### config.mk
export PLATFORM = sky130hd
export DESIGN_NAME = plf_top
export DESIGN_NICKNAME = d
export VERILOG_FILES = /design/src/verilog/plf_blink.v /design/src/verilog/plf_top.v
export VERILOG_INCLUDE_DIRS = /design/src /design/src/verilog
export SDC_FILE = /design/constraint.sdc
export NUM_CORES = 1
export LEC_CHECK = 0
export BUFFER_PORTS_ARGS = -buffer_cell sky130_fd_sc_hd__buf_2
export CAP_MARGIN = 30
export CORE_MARGIN = 4
export CORE_UTILIZATION = 51
export DETAILED_ROUTE_END_ITERATION = 12
export GPL_ROUTABILITY_DRIVEN = 1
export GPL_TIMING_DRIVEN = 0
export PLACE_DENSITY = 0.8
export SYNTH_ARGS = -nofsm -noshare
export SYNTH_HDL_FRONTEND = slang
export SYNTH_SLANG_ARGS = --single-unit
### constraint.sdc
create_clock -name clk_sys -period 2.05 [get_ports clk_sys]
set_input_delay 0.205 -clock clk_sys [delete_from_list [all_inputs] [get_ports clk_sys]]
set_output_delay 0.205 -clock clk_sys [all_outputs]
set_load 0.01 [all_outputs]
### src/verilog/plf_consts.vh
// constants for the power indicator and shared pin select block
`ifndef PLF_CONSTS_VH
`define PLF_CONSTS_VH

// ==========================================================
// register byte offsets
`define PLF_OFF_SELECT 8'h00
`define PLF_OFF_STATUS 8'h04

// ==========================================================
// select register field positions
`define PLF_SEL_PIN_LSB 0
`define PLF_SEL_PIN_MSB 3
`define PLF_SEL_MAIN_LSB 4
`define PLF_SEL_MAIN_MSB 5
`define PLF_SEL_STBY_LSB 6
`define PLF_SEL_STBY_MSB 7
`define PLF_SEL_WIDTH 8

// ==========================================================
// reset values
`define PLF_RST_PIN_SEL 4'h0
`define PLF_RST_MODE 2'h0

// ==========================================================
// indicator mode encodings
`define PLF_MODE_LOW 2'h0
`define PLF_MODE_TRI 2'h1
`define PLF_MODE_HALF_HZ 2'h2
`define PLF_MODE_ONE_HZ 2'h3

// ==========================================================
// timing: clock rate and half period of the 1 Hz wave
`define PLF_CLK_HZ 100000000
`define PLF_HALF_PERIOD_1HZ_MS 500

// ==========================================================
// bus answers
`define PLF_RESP_OKAY 2'h0
`define PLF_RESP_SLVERR 2'h2

`endif

### src/verilog/plf_blink.v
// blink wave generator for the two indicator pins
`default_nettype none

module plf_blink #(
  parameter integer HALF_CYCLES = 50000000
) (
  // clock and reset
  input wire clk_sys,
  input wire rst_n,
  // waves
  output reg wave_1hz_q,
  output reg wave_half_hz_q
);

  reg [31:0] cnt_q;
  wire tick;

  assign tick = (cnt_q == HALF_CYCLES - 1);

  // ==========================================================
  // prescaler: one shared counter keeps both rates edge aligned
  always @(posedge clk_sys or negedge rst_n) begin
    if (!rst_n) begin
      cnt_q <= 32'h00000000;
      wave_1hz_q <= 1'b0;
      wave_half_hz_q <= 1'b0;
    end else if (tick) begin
      cnt_q <= 32'h00000000;
      wave_1hz_q <= ~wave_1hz_q;
      // half rate toggles on every second 1 Hz toggle
      if (wave_1hz_q) begin
        wave_half_hz_q <= ~wave_half_hz_q;
      end
    end else begin
      cnt_q <= cnt_q + 32'h00000001;
    end
  end

endmodule // plf_blink

`default_nettype wire

### src/verilog/plf_top.v
// indicator drive modes and shared pin function select with AXI4-Lite registers
//
// What this block does
// - mode field 10 drives the main-domain indicator with a 0.5 Hz square wave.
// - mode field 11 drives the main-domain indicator with a 1 Hz square wave.
// - with both indicators blinking at the same rate, the main wave is the inverse of the standby wave.
// - select bit 3 gives the resume-reset pin to its function at 0, to general I/O at 1.
// - select bit 2 gives the power-good pin to its function at 0, to general I/O at 1.
// - select bit 1 gives the supply-on pin to its function at 0, to general I/O at 1.
// - select bit 0 gives the sleep-state pin to its function at 0, to general I/O at 1.
// - the four select bits are read/write and reset to 0, so pins start in their function.
// - mode field 00 holds the main-domain indicator low.
// - mode field 01 releases the main-domain indicator to high impedance.
`include "plf_consts.vh"
`default_nettype none

module plf_top #(
  parameter integer HALF_1HZ_CYCLES = (`PLF_CLK_HZ / 1000) * `PLF_HALF_PERIOD_1HZ_MS
) (
  // clock and reset
  input wire clk_sys,
  input wire rst_n,
  // axi4-lite write address
  input wire [7:0] s_axi_awaddr,
  input wire s_axi_awvalid,
  output reg s_axi_awready,
  // axi4-lite write data
  input wire [31:0] s_axi_wdata,
  input wire [3:0] s_axi_wstrb,
  input wire s_axi_wvalid,
  output reg s_axi_wready,
  // axi4-lite write response
  output reg [1:0] s_axi_bresp,
  output reg s_axi_bvalid,
  input wire s_axi_bready,
  // axi4-lite read address
  input wire [7:0] s_axi_araddr,
  input wire s_axi_arvalid,
  output reg s_axi_arready,
  // axi4-lite read data
  output reg [31:0] s_axi_rdata,
  output reg [1:0] s_axi_rresp,
  output reg s_axi_rvalid,
  input wire s_axi_rready,
  // indicator pins
  output reg main_domain_indicator_out,
  output reg main_domain_indicator_oe,
  output reg standby_domain_indicator_out,
  output reg standby_domain_indicator_oe,
  // power sequencing drives, bit 0 sleep, 1 supply-on, 2 power-good, 3 resume-reset
  input wire seq_sleep_state_n,
  input wire seq_sleep_state_oe,
  input wire seq_supply_on_request_n,
  input wire seq_supply_on_request_oe,
  input wire seq_power_good_out,
  input wire seq_power_good_oe,
  input wire seq_resume_reset_n,
  input wire seq_resume_reset_oe,
  // general i/o side, bit 0 pin a .. bit 3 pin d
  input wire [3:0] gpio_out,
  input wire [3:0] gpio_oe,
  output reg [3:0] gpio_in,
  // power sequencing side sees the pin level while it owns the pin
  output reg [3:0] seq_pin_in,
  // shared pins
  input wire [3:0] shared_pin_in,
  output reg [3:0] shared_pin_out,
  output reg [3:0] shared_pin_oe
);

  // ==========================================================
  // decode helpers
  localparam [1:0] DEC_NONE = 2'h0;
  localparam [1:0] DEC_SELECT = 2'h1;
  localparam [1:0] DEC_STATUS = 2'h2;

  // word decode shared by the read and write paths
  function [1:0] reg_decode;
    input [7:0] addr;
    begin
      case ({addr[7:2], 2'b00})
        `PLF_OFF_SELECT: reg_decode = DEC_SELECT;
        `PLF_OFF_STATUS: reg_decode = DEC_STATUS;
        default: reg_decode = DEC_NONE;
      endcase
    end
  endfunction

  // mode to pin drive: {out, oe}
  function [1:0] mode_drive;
    input [1:0] mode;
    input wave_half;
    input wave_one;
    begin
      case (mode)
        `PLF_MODE_LOW: mode_drive = 2'b01;
        `PLF_MODE_TRI: mode_drive = 2'b00;
        `PLF_MODE_HALF_HZ: mode_drive = {wave_half, 1'b1};
        `PLF_MODE_ONE_HZ: mode_drive = {wave_one, 1'b1};
        default: mode_drive = 2'b00;
      endcase
    end
  endfunction

  // ==========================================================
  // state
  reg [3:0] pin_sel_q;
  reg [1:0] main_mode_q;
  reg [1:0] stby_mode_q;
  reg [7:0] awaddr_q;
  reg aw_got_q;
  reg [31:0] wdata_q;
  reg wstrb0_q;
  reg w_got_q;
  reg [3:0] pin_meta_q;
  reg [3:0] pin_sync_q;
  wire wave_1hz;
  wire wave_half_hz;
  wire [1:0] main_drive;
  wire [1:0] stby_drive;
  wire [3:0] seq_out;
  wire [3:0] seq_oe;
  wire [1:0] wr_dec;
  wire [1:0] rd_dec;
  wire do_write;
  wire [31:0] status_word;
  wire [3:0] pin_out_d;
  wire [3:0] pin_oe_d;
  wire [3:0] gpio_in_d;
  wire [3:0] seq_in_d;

  assign seq_out = {seq_resume_reset_n, seq_power_good_out,
                    seq_supply_on_request_n, seq_sleep_state_n};
  assign seq_oe = {seq_resume_reset_oe, seq_power_good_oe,
                   seq_supply_on_request_oe, seq_sleep_state_oe};

  // ==========================================================
  // blink source
  plf_blink #(
    .HALF_CYCLES(HALF_1HZ_CYCLES)
  ) u_blink (
    .clk_sys(clk_sys),
    .rst_n(rst_n),
    .wave_1hz_q(wave_1hz),
    .wave_half_hz_q(wave_half_hz)
  );

  // ==========================================================
  // indicator drive
  // standby takes the inverted wave so the pair alternates
  assign main_drive = mode_drive(main_mode_q, wave_half_hz, wave_1hz);
  assign stby_drive = mode_drive(stby_mode_q, ~wave_half_hz, ~wave_1hz);

  // registered so the pins never glitch on a mode write
  always @(posedge clk_sys or negedge rst_n) begin
    if (!rst_n) begin
      main_domain_indicator_out <= 1'b0;
      main_domain_indicator_oe <= 1'b1;
      standby_domain_indicator_out <= 1'b0;
      standby_domain_indicator_oe <= 1'b1;
    end else begin
      main_domain_indicator_out <= main_drive[1];
      main_domain_indicator_oe <= main_drive[0];
      standby_domain_indicator_out <= stby_drive[1];
      standby_domain_indicator_oe <= stby_drive[0];
    end
  end

  // ==========================================================
  // shared pin input synchroniser, pins are asynchronous
  always @(posedge clk_sys or negedge rst_n) begin
    if (!rst_n) begin
      pin_meta_q <= 4'h0;
      pin_sync_q <= 4'h0;
    end else begin
      pin_meta_q <= shared_pin_in;
      pin_sync_q <= pin_meta_q;
    end
  end

  // ==========================================================
  // shared pin routing, one mux per pin
  // next values per pin, kept as nets so each output vector has one driver
  genvar gi;
  generate
    for (gi = 0; gi < 4; gi = gi + 1) begin : g_pin
      // general i/o owns the pin when its bit is set, sequencing drive is ignored
      assign pin_out_d[gi] = pin_sel_q[gi] ? gpio_out[gi] : seq_out[gi];
      assign pin_oe_d[gi] = pin_sel_q[gi] ? gpio_oe[gi] : seq_oe[gi];
      assign gpio_in_d[gi] = pin_sel_q[gi] & pin_sync_q[gi];
      assign seq_in_d[gi] = ~pin_sel_q[gi] & pin_sync_q[gi];
    end
  endgenerate

  // one register stage so every pin leaves a flip-flop
  always @(posedge clk_sys or negedge rst_n) begin
    if (!rst_n) begin
      shared_pin_out <= 4'h0;
      shared_pin_oe <= 4'h0;
      gpio_in <= 4'h0;
      seq_pin_in <= 4'h0;
    end else begin
      shared_pin_out <= pin_out_d;
      shared_pin_oe <= pin_oe_d;
      gpio_in <= gpio_in_d;
      seq_pin_in <= seq_in_d;
    end
  end

  // ==========================================================
  // axi4-lite write path
  assign wr_dec = reg_decode(awaddr_q);
  assign do_write = aw_got_q && w_got_q && !s_axi_bvalid;

  // address and data taken in either order, answer after both
  always @(posedge clk_sys or negedge rst_n) begin
    if (!rst_n) begin
      s_axi_awready <= 1'b1;
      s_axi_wready <= 1'b1;
      s_axi_bvalid <= 1'b0;
      s_axi_bresp <= `PLF_RESP_OKAY;
      awaddr_q <= 8'h00;
      aw_got_q <= 1'b0;
      wdata_q <= 32'h00000000;
      wstrb0_q <= 1'b0;
      w_got_q <= 1'b0;
      pin_sel_q <= `PLF_RST_PIN_SEL;
      main_mode_q <= `PLF_RST_MODE;
      stby_mode_q <= `PLF_RST_MODE;
    end else begin
      if (s_axi_awready && s_axi_awvalid) begin
        awaddr_q <= s_axi_awaddr;
        aw_got_q <= 1'b1;
        s_axi_awready <= 1'b0;
      end
      if (s_axi_wready && s_axi_wvalid) begin
        wdata_q <= s_axi_wdata;
        wstrb0_q <= s_axi_wstrb[0];
        w_got_q <= 1'b1;
        s_axi_wready <= 1'b0;
      end
      if (do_write) begin
        aw_got_q <= 1'b0;
        w_got_q <= 1'b0;
        s_axi_bvalid <= 1'b1;
        s_axi_bresp <= (wr_dec == DEC_NONE) ? `PLF_RESP_SLVERR : `PLF_RESP_OKAY;
        // only the low byte lane carries fields
        if (wr_dec == DEC_SELECT && wstrb0_q) begin
          pin_sel_q <= wdata_q[`PLF_SEL_PIN_MSB:`PLF_SEL_PIN_LSB];
          main_mode_q <= wdata_q[`PLF_SEL_MAIN_MSB:`PLF_SEL_MAIN_LSB];
          stby_mode_q <= wdata_q[`PLF_SEL_STBY_MSB:`PLF_SEL_STBY_LSB];
        end
      end
      if (s_axi_bvalid && s_axi_bready) begin
        s_axi_bvalid <= 1'b0;
        s_axi_awready <= 1'b1;
        s_axi_wready <= 1'b1;
      end
    end
  end

  // ==========================================================
  // axi4-lite read path
  assign rd_dec = reg_decode(s_axi_araddr);
  assign status_word = {26'h0000000, wave_1hz, wave_half_hz,
                        standby_domain_indicator_oe, standby_domain_indicator_out,
                        main_domain_indicator_oe, main_domain_indicator_out};

  // one read in flight; data captured at the address handshake
  always @(posedge clk_sys or negedge rst_n) begin
    if (!rst_n) begin
      s_axi_arready <= 1'b1;
      s_axi_rvalid <= 1'b0;
      s_axi_rdata <= 32'h00000000;
      s_axi_rresp <= `PLF_RESP_OKAY;
    end else begin
      if (s_axi_arready && s_axi_arvalid) begin
        s_axi_arready <= 1'b0;
        s_axi_rvalid <= 1'b1;
        case (rd_dec)
          DEC_SELECT: begin
            s_axi_rdata <= {24'h000000, stby_mode_q, main_mode_q, pin_sel_q};
            s_axi_rresp <= `PLF_RESP_OKAY;
          end
          DEC_STATUS: begin
            s_axi_rdata <= status_word;
            s_axi_rresp <= `PLF_RESP_OKAY;
          end
          default: begin
            s_axi_rdata <= 32'h00000000;
            s_axi_rresp <= `PLF_RESP_SLVERR;
          end
        endcase
      end
      if (s_axi_rvalid && s_axi_rready) begin
        s_axi_rvalid <= 1'b0;
        s_axi_arready <= 1'b1;
      end
    end
  end

endmodule // plf_top

`default_nettype wire

# ---- After elaboration in Yosys (flattened, before gate mapping)
# Index checks and enable logic that the tools add are counted.
dict set report totals {
  word_cells 109
  output_inout_bits 61
  in_bits 79
  reg_bits 130
}
dict set report classes {
  n_bitwise 14
  n_addsub 1
  n_reduce_logical 23
  eq_ne 12
  n_mux 30
}
# cell count
set ops {}
lappend ops {{$add A32 B1 Y32 const B} 1}
lappend ops {{$eq A32 B26 Y1 const B} 1}
lappend ops {{$mux W32} 1}
lappend ops {{$mux W1} 22}
lappend ops {{$pmux W2 S4} 2}
lappend ops {{$pmux W8 S2} 1}
lappend ops {{$eq A6 B1 Y1 const B} 2}
lappend ops {{$logic_not A6 Y1} 2}
lappend ops {{$reduce_bool A2 Y1} 6}
lappend ops {{$eq A2 B2 Y1 const B} 5}
lappend ops {{$and A1 B1 Y1} 8}
lappend ops {{$eq A2 B1 Y1 const B} 4}
lappend ops {{$logic_and A1 B1 Y1} 8}
lappend ops {{$pmux W2 S2} 2}
lappend ops {{$logic_not A2 Y1} 3}
lappend ops {{$not A1 Y1} 6}
lappend ops {{$mux W2} 2}
lappend ops {{$reduce_and A2 Y1} 2}
lappend ops {{$reduce_or A2 Y1} 1}
lappend ops {{$logic_not A1 Y1} 1}

# ---- Logic depth before layout (Yosys ltp)
# Gate-level depths: netlist (run 1).
dict set report logic_depth {
  word_depth 5
  mapped_depth 7
  mapped_depth_nobuf 7
}

# ---- Cells and area by module
# Synthesis (run 1) repeated with hierarchy kept, for this count alone.
dict set report unflattened {
  cells_unflattened 375
  area_unflattened_um2 4466.8
}
# module area_each_um2 cells_per_inst n_inst seq_area_each_um2
set modules_own_cells {}
lappend modules_own_cells {plf_top 2693.8 197 1 1707.9}
lappend modules_own_cells {plf_blink 1773.0 178 1 850.8}

# ---- Worst setup path after synthesis (run 1)
# OpenSTA, ideal clock, no wires.
dict set report synth_path {
  path_type {reg2reg}
  from {register u_blink.cnt_q[0]}
  to {register u_blink.cnt_q[12]}
  t_arrival_ps 1694
  required_time_ps 1929
  setup_slack_ps 235
  setup_ps 121
  stages_incl_launch_ff 8
  n_path_buf 2
  synth_period_minus_slack_ps 1815
  cell_sequence {dfrtp_1 > ha_1 > and3_1 > buf_2 > nand3_1 > nor4b_2 > buf_2 > nor2_1}
}
dict set report synth_via {
  elab_chain_cells 2
  elab_cells_between_ends 3
}
# element line_no
set synth_rtl {}
lappend synth_rtl {{from (decl)} plf_blink.v:15} ;# reg [31:0] cnt_q;
lappend synth_rtl {{from (signal assigned)} plf_blink.v:35} ;# cnt_q <= cnt_q + 32'h00000001;
lappend synth_rtl {{$add A32 B1 Y32 or $eq A32 B26 Y1 (tied branches)} {plf_blink.v:35, plf_blink.v:18}}
lappend synth_rtl {{$mux W32 (*)} plf_blink.v:27} ;# end else if (tick) begin
# Mark *: on every way between the ends. The rest lies on a longest branch, timed or not.
# A chain may end at the register's enable or synchronous reset.

# ---- Worst setup path in the final report (run 1)
dict set report layout_path {
  from {register u_blink.cnt_q[7]}
  to {register u_blink.cnt_q[19]}
}
# The elaborated chain is that of the path after synthesis.

==> results.ini, run 1 <==
[global_route]
grt_max_degree=60
track_usage_pct=18.7
antenna_found_initial=0
grt_pass1_wl_um=15200
overflow=0
grt_pass1_vias=3192

[power_and_ir_drop]
leakage_uw=0.00263
clkPwrFrac_pct=30.5
p_comb_share_pct=14.2
powerDensity_nw_per_um2=821
vdd_drop_max_mv=0.539
p_total_uw=4470
swShare_pct=26.8
p_int_uw=3270
seqPwrFrac_pct=55.3
p_switching_uw=1200

[critical_path]
crit_path_end_kind=flip-flop
rr_startpoint=u_blink.cnt_q[7]
worstPathRequired_ps=2350
critPathKind=flip-flop to flip-flop
worst-r2r-cell-count=6
r2r_end=u_blink.cnt_q[19]
ff2ff_setup_slack_ps=90
cp-start-kind=flip-flop
worst-path-max-fanout=10
arrival_ps=2250

[logic_synthesis]
yosys.area.top_type=dfrtp_1
synth-seq-cells=102
ys_seq_area_share_pct=57.4
post-synth-top-count-cell=dfrtp_1
synth_area_leaders=dfrtp_1 (54%), mux2_2 (8.1%), buf_4 (4.4%), dfstp_2 (2.9%), xor2_1 (2.6%)
netlist_instances=380
synthArstFlopShare_pct=100
postSynthAreaPerCell_um2=11.7
synth_area_um2=4460
synth_top_area_share_pct=54.5
ys.flop_type=dfrtp_1
synth_common_cells=dfrtp_1 (97), mux2_2 (32), buf_4 (26)
synth-edff-count=0
synthDistinctLibCells=44
ys_warn_count=0

[finish]
fin_util_pct=65.2
fin_cells=616
nets=588
drive_gt1_share_pct=35.2
area_growth_pct=22.1
diodes=0

[clock_tree]
cts_root_buf=clkbuf_8
clk_latency_ps=370
clock-sinks=102
cts-htree-levels=3
cts_buffer_depth=2
path_clk_slew_ps=100
cts_tree=built
cts_made_buffers=9

[drt]
drt_iter0_drc=187
firstDrtPassIters=4
routed-wl-met2_um=4490
top_layer_used=met4
wl_met3_um=693
vias=3260
totalWireLength_um=9080
wl_met1_um=3720
drc=0
post_drt_wl_per_cell_um=14.7
vias_per_cell=5.29
antenna_left=0

[sta]
fin_worst_skew_ps=12.2
hold_viol=0
finalMaxSlewViolations=0
finalCriticalPeriod_ps=1960
fin_crit_sh_pct=95.5
tns_ps=0
maxClockFrequency_mhz=511
worst-slew-pin-transition_ps=593
max_slew_margin_pct=60.1
setup_slack_ps=92.8
setup-violations-final=0

[min_path]
min_to=s_axi_awready
holdPathStages=2
hp-start=s_axi_awvalid
hold_path_class=input port to flip-flop

[placed_design]
dp_cells=593
port-buffer-count=82
dpl.hpwl_um=6440
dpl_worst_slack_ps=-163
gp_congestion=0.842

[die]
ios=140
core_region_area_um2=8340
dieWidth_um=101
dieHeight_um=101
dieArea_um2=10300
initial_core_util_pct=53.4
rows=33

[run_status]
status=complete, no violations

[job]
drv_cap=0

## per-layer routing
metal	GRT usage, %	vias to the layer above
li1	-	1552
met1	24.6	1572
met2	30.7	116
met3	5.30	20
met4	4.60	0
met5	0	-
## stage by stage
stage / hold WS [ps] / cell area (um^2)
detailed placement: 238 / 5120
finish: 15.0 / 5440
global placement: 315 / 5090
floorplan: -90.6 / 4550
CTS: 3.62 / 5410
global route: 3.60 / 5440
## cell families (layout without fill, tap and decap cells)
family          Yosys count  after routing  synth area share [%]
fa+ha+maj                 3              3                 0.843
flops                   102            102                  57.4
xor+xnor                 21             21                  4.13
other cells               1             26                0.0842
mux                      35             35                  8.76
simple gates            128            128                  16.6
compound gates           43             43                  5.70
buf+inv                  47            153                  6.46
## power by group through the flow
stage | Sequential, uW | Clock, uW | Combinational, uW
after floorplan | 2510 | 0 | 359
after global placement | 2490 | 0 | 598
after detailed placement | 2510 | 0 | 634
after CTS | 2470 | 1410 | 645
after global routing | 2510 | 1510 | 704
final | 2470 | 1360 | 634
## area by class of cell
cell class | instances | area (um^2)
flip-flops and latches | 102 | 2560
fillers | 615 | 2900
clock buffers | 9 | 124
clock inverters | 7 | 97.6
multi-input cells | 256 | 1720
plain buffers | 35 | 248
well taps | 105 | 131
inverters | 11 | 41.3
repair buffers | 91 | 515
## state kept, by name (all words and copies together), names as in the netlist, 2 cells and up
register        flops
pin_sel_q           4
wdata_q             8
pin_meta_q          4
shared_pin_out      4
awaddr_q            6
stby_mode_q         2
gpio_in             4
seq_pin_in          4
s_axi_rdata         8
shared_pin_oe       4
pin_sync_q          4
u_blink.cnt_q      32
main_mode_q         2
## worst max path at each step
stage,depth (start not counted),slack (ps),startpoint,endpoint
2_1_floorplan,7,240,u_blink.cnt_q[0],u_blink.cnt_q[12]
3_3_place_gp,1,-220,rst_n,u_blink.cnt_q[28]
3_5_place_dp,7,-160,u_blink.cnt_q[0],u_blink.cnt_q[3]
4_1_cts,6,8,u_blink.cnt_q[15],u_blink.cnt_q[3]
5_1_grt,7,-2,u_blink.cnt_q[0],u_blink.cnt_q[14]
6_report,6,90,u_blink.cnt_q[7],u_blink.cnt_q[19]
## placed cells by master, fill, tap and decap left out, types with 11 or more instances in the layout
cell,synthesis,routed
dfrtp_1,97,97
buf_2,5,84
mux2_2,32,32
buf_4,26,31
conb_1,1,26
nand2_1,25,25
o21ai_0,22,22
nand3_1,17,16
xor2_1,13,13
nor2_1,12,12
nand4_1,12,12
inv_1,11,11
## what timing repair did
item,in CTS,in global routing
buffers inserted,0,2
hold endpoints to repair,46,0
pin swaps,1,1
hold buffers,6,0
setup endpoints to repair,10,20
gates resized for setup,2,4
gates cloned,0,0
## critical path: stages, from the launching register on
cell	delay, ps
dfrtp_1	330
buf_2	180
nand4_2	150
or4_4	620
buf_6	170
or3_1	300
a21oi_1	140
Power figures use the tool's default switching activity.
==> run 2, diff against run 1 <==
--- a/config.mk
+++ b/config.mk
@@ -13,7 +13,9 @@
 export DETAILED_ROUTE_END_ITERATION = 12
 export GPL_ROUTABILITY_DRIVEN = 1
 export GPL_TIMING_DRIVEN = 0
+export HOLD_SLACK_MARGIN = 0.05
 export PLACE_DENSITY = 0.8
 export SYNTH_ARGS = -nofsm -noshare
 export SYNTH_HDL_FRONTEND = slang
 export SYNTH_SLANG_ARGS = --single-unit
+export TNS_END_PERCENT = 5
==> results.ini, run 2 (synthesis gave the netlist of run 1 again) <==
[finish]
reg_top3=u_blink.cnt_q (32), s_axi_rdata (8), wdata_q (8)  ; unchanged
fin_cells=631  ; was 616
nets=603  ; was 588
largest_reg_flops=32  ; unchanged
fillerInstances=597  ; was 615
layout_commonest_cell=dfrtp_1  ; unchanged
top_register=u_blink.cnt_q  ; unchanged
diodes=0  ; unchanged
drive_gt1_share_pct=34.0  ; was 35.2%
postLayoutCellArea_um2=5600  ; was 5440 um^2
layout_common_cells=dfrtp_1 (96), buf_2 (83), mux2_2 (32)  ; was dfrtp_1 (97), buf_2 (84), mux2_2 (32)
fin_util_pct=67.2  ; was 65.2%
area_growth_pct=25.7  ; was 22.1%

[critical_path]
crit_path_end_kind=flip-flop  ; unchanged
critPathKind=flip-flop to flip-flop  ; unchanged
crit_path_top_delay_cell=or4_4  ; unchanged
path_cells=nand4_2 > or4_4 > buf_6 > or3_1 > a21oi_1  ; was buf_2 > nand4_2 > or4_4 > buf_6 > or3_1 > a21oi_1
max_stage_delay_ps=620  ; about the same
worstPathRequired_ps=2350  ; about the same
cp-start-kind=flip-flop  ; unchanged
worst-path-max-fanout=10  ; unchanged
arrival_ps=2260  ; was 2250 ps

[global_route]
use_met1_pct=25.0  ; was 24.6%
grt_max_degree=60  ; unchanged
grt_pass1_wl_um=15600  ; was 15200 um
busiest_layer=met2  ; unchanged
antenna_found_initial=0  ; unchanged
grt.met3_usage_pct=5.10  ; was 5.30%
overflow=0  ; unchanged
grt_pass1_vias=3276  ; was 3192
track_usage_pct=19.3  ; was 18.7%
grt_use_met2_pct=32.6  ; was 30.7%

[sta]
tns_ps=0  ; unchanged
fin_worst_skew_ps=12.9  ; was 12.2 ps
grt_setup_unrepaired=no
setup-violations-final=0  ; unchanged
worst-slew-pin-transition_ps=605  ; was 593 ps
finalMaxSlewViolations=0  ; unchanged
hold_slack_ps=65.1  ; was 15.0 ps
max_slew_margin_pct=59.3  ; was 60.1%
maxClockFrequency_mhz=510  ; was 511 MHz
fin_crit_sh_pct=95.7  ; was 95.5%
hold_viol=0  ; unchanged
finalCriticalPeriod_ps=1960  ; about the same

[clock_tree]
cts_made_buffers=9  ; unchanged
path_clk_slew_ps=100  ; about the same
cts_post_setup_buffers_inserted=0  ; unchanged
clock-sinks=102  ; unchanged
cts-htree-levels=3  ; unchanged
cts_buffer_depth=2  ; unchanged
clk_latency_ps=370  ; about the same
cts_root_buf=clkbuf_8  ; unchanged
cts_tree=built  ; unchanged

[placed_design]
port-buffer-count=82  ; unchanged
dp_cells=593  ; unchanged
gp_congestion=0.842  ; unchanged
place_area_um2=5120  ; unchanged
dpl.hpwl_um=6440  ; unchanged

[drt]
totalWireLength_um=9410  ; was 9080 um
vias_per_cell=5.28  ; was 5.29
drt_iter0_drc=203  ; was 187
drc=0  ; unchanged
antenna_left=0  ; unchanged
post_drt_wl_per_cell_um=14.9  ; was 14.7 um
vias=3329  ; was 3260
firstDrtPassIters=5  ; was 4

[job]
drv_cap=0  ; unchanged

[power_and_ir_drop]
leakage_uw=0.00269  ; was 0.00263 uW
vdd_drop_max_mv=0.546  ; was 0.539 mV
powerDensity_nw_per_um2=805  ; was 821 nW/um^2

[die]
dieHeight_um=101  ; unchanged
rows=33  ; unchanged
ios=140  ; unchanged
dieArea_um2=10300  ; unchanged
dieWidth_um=101  ; unchanged
core_region_area_um2=8340  ; unchanged
initial_core_util_pct=53.4  ; unchanged

[run_status]
status=complete, no violations  ; unchanged

[min_path]
hold_path_class=input port to flip-flop  ; unchanged

run 2: cell count changes in the layout (fill, tap and decap cells not counted), sizes merged:
| cell | change |
|---|---|
| clkbuf | +1 |
| dlygate4sd3 | +17 |
| buf | -3 |
run 2: path summary, 6_finish.rpt:
path	startpoint	end	slack, ps	depth (start not counted)
max in group asynchronous	rst_n	s_axi_arready	970	3
setup / recovery	u_blink.cnt_q[9]	u_blink.cnt_q[19]	90	5
hold reg to reg	pin_meta_q[2]	pin_sync_q[2]	350	0
hold / removal	s_axi_wdata[0]	wdata_q[0]	70	2
setup reg to reg	u_blink.cnt_q[9]	u_blink.cnt_q[19]	90	5
min in group asynchronous	rst_n	gpio_in[0]	350	2
run 2: layer usage:
layer	wire, um	up-vias
met5	0	-
met4	136	0
met3	740	16
met2	4790	140
met1	3740	1593
li1	-	1580
run 2: final cells by class:
type,instances,area (um^2),area share [%]
tap,105,131,2.35
sequential,102,2560,45.7
timing repair buffer,106,671,12.0
multi-input combinational,256,1720,30.8
clock buffer,9,124,2.21
buffer,35,254,4.53
inverter,11,41.3,0.737
clock inverter,7,97.6,1.74
run 2: per-stage QoR:
stage	setup WS, ps	power [uW]
5_1_grt	4.69	4760
4_1_cts	7.58	4550
3_3_place_gp	-219	3090
3_5_place_dp	-163	3150
6_report	87.7	4510
2_1_floorplan	235	2870
run 2: critical path: cells and delay by family, from the launching register on:
family                 cells  cell delay [ps]
AND/OR/NAND/NOR            3             1110
flip-flops                 1              480
AO/OA/AOI/OAI              1              140
buffers and inverters      1              170
run 2: timing repair:
item                                   in CTS  in global routing
endpoints found under the hold margin      56                  4
pin swaps                                   1                  0
hold buffers                               19                  4
setup endpoints to repair                  10                 20
resized for setup                           2                  7
run 2: power breakdown:
| part | switching, uW | internal [uW] | total [uW] |
|---|---|---|---|
| clock network | 763 | 607 | 1370 |
| logic | 290 | 381 | 671 |
| registers | 163 | 2310 | 2470 |
| total | 1210 | 3300 | 4510 |
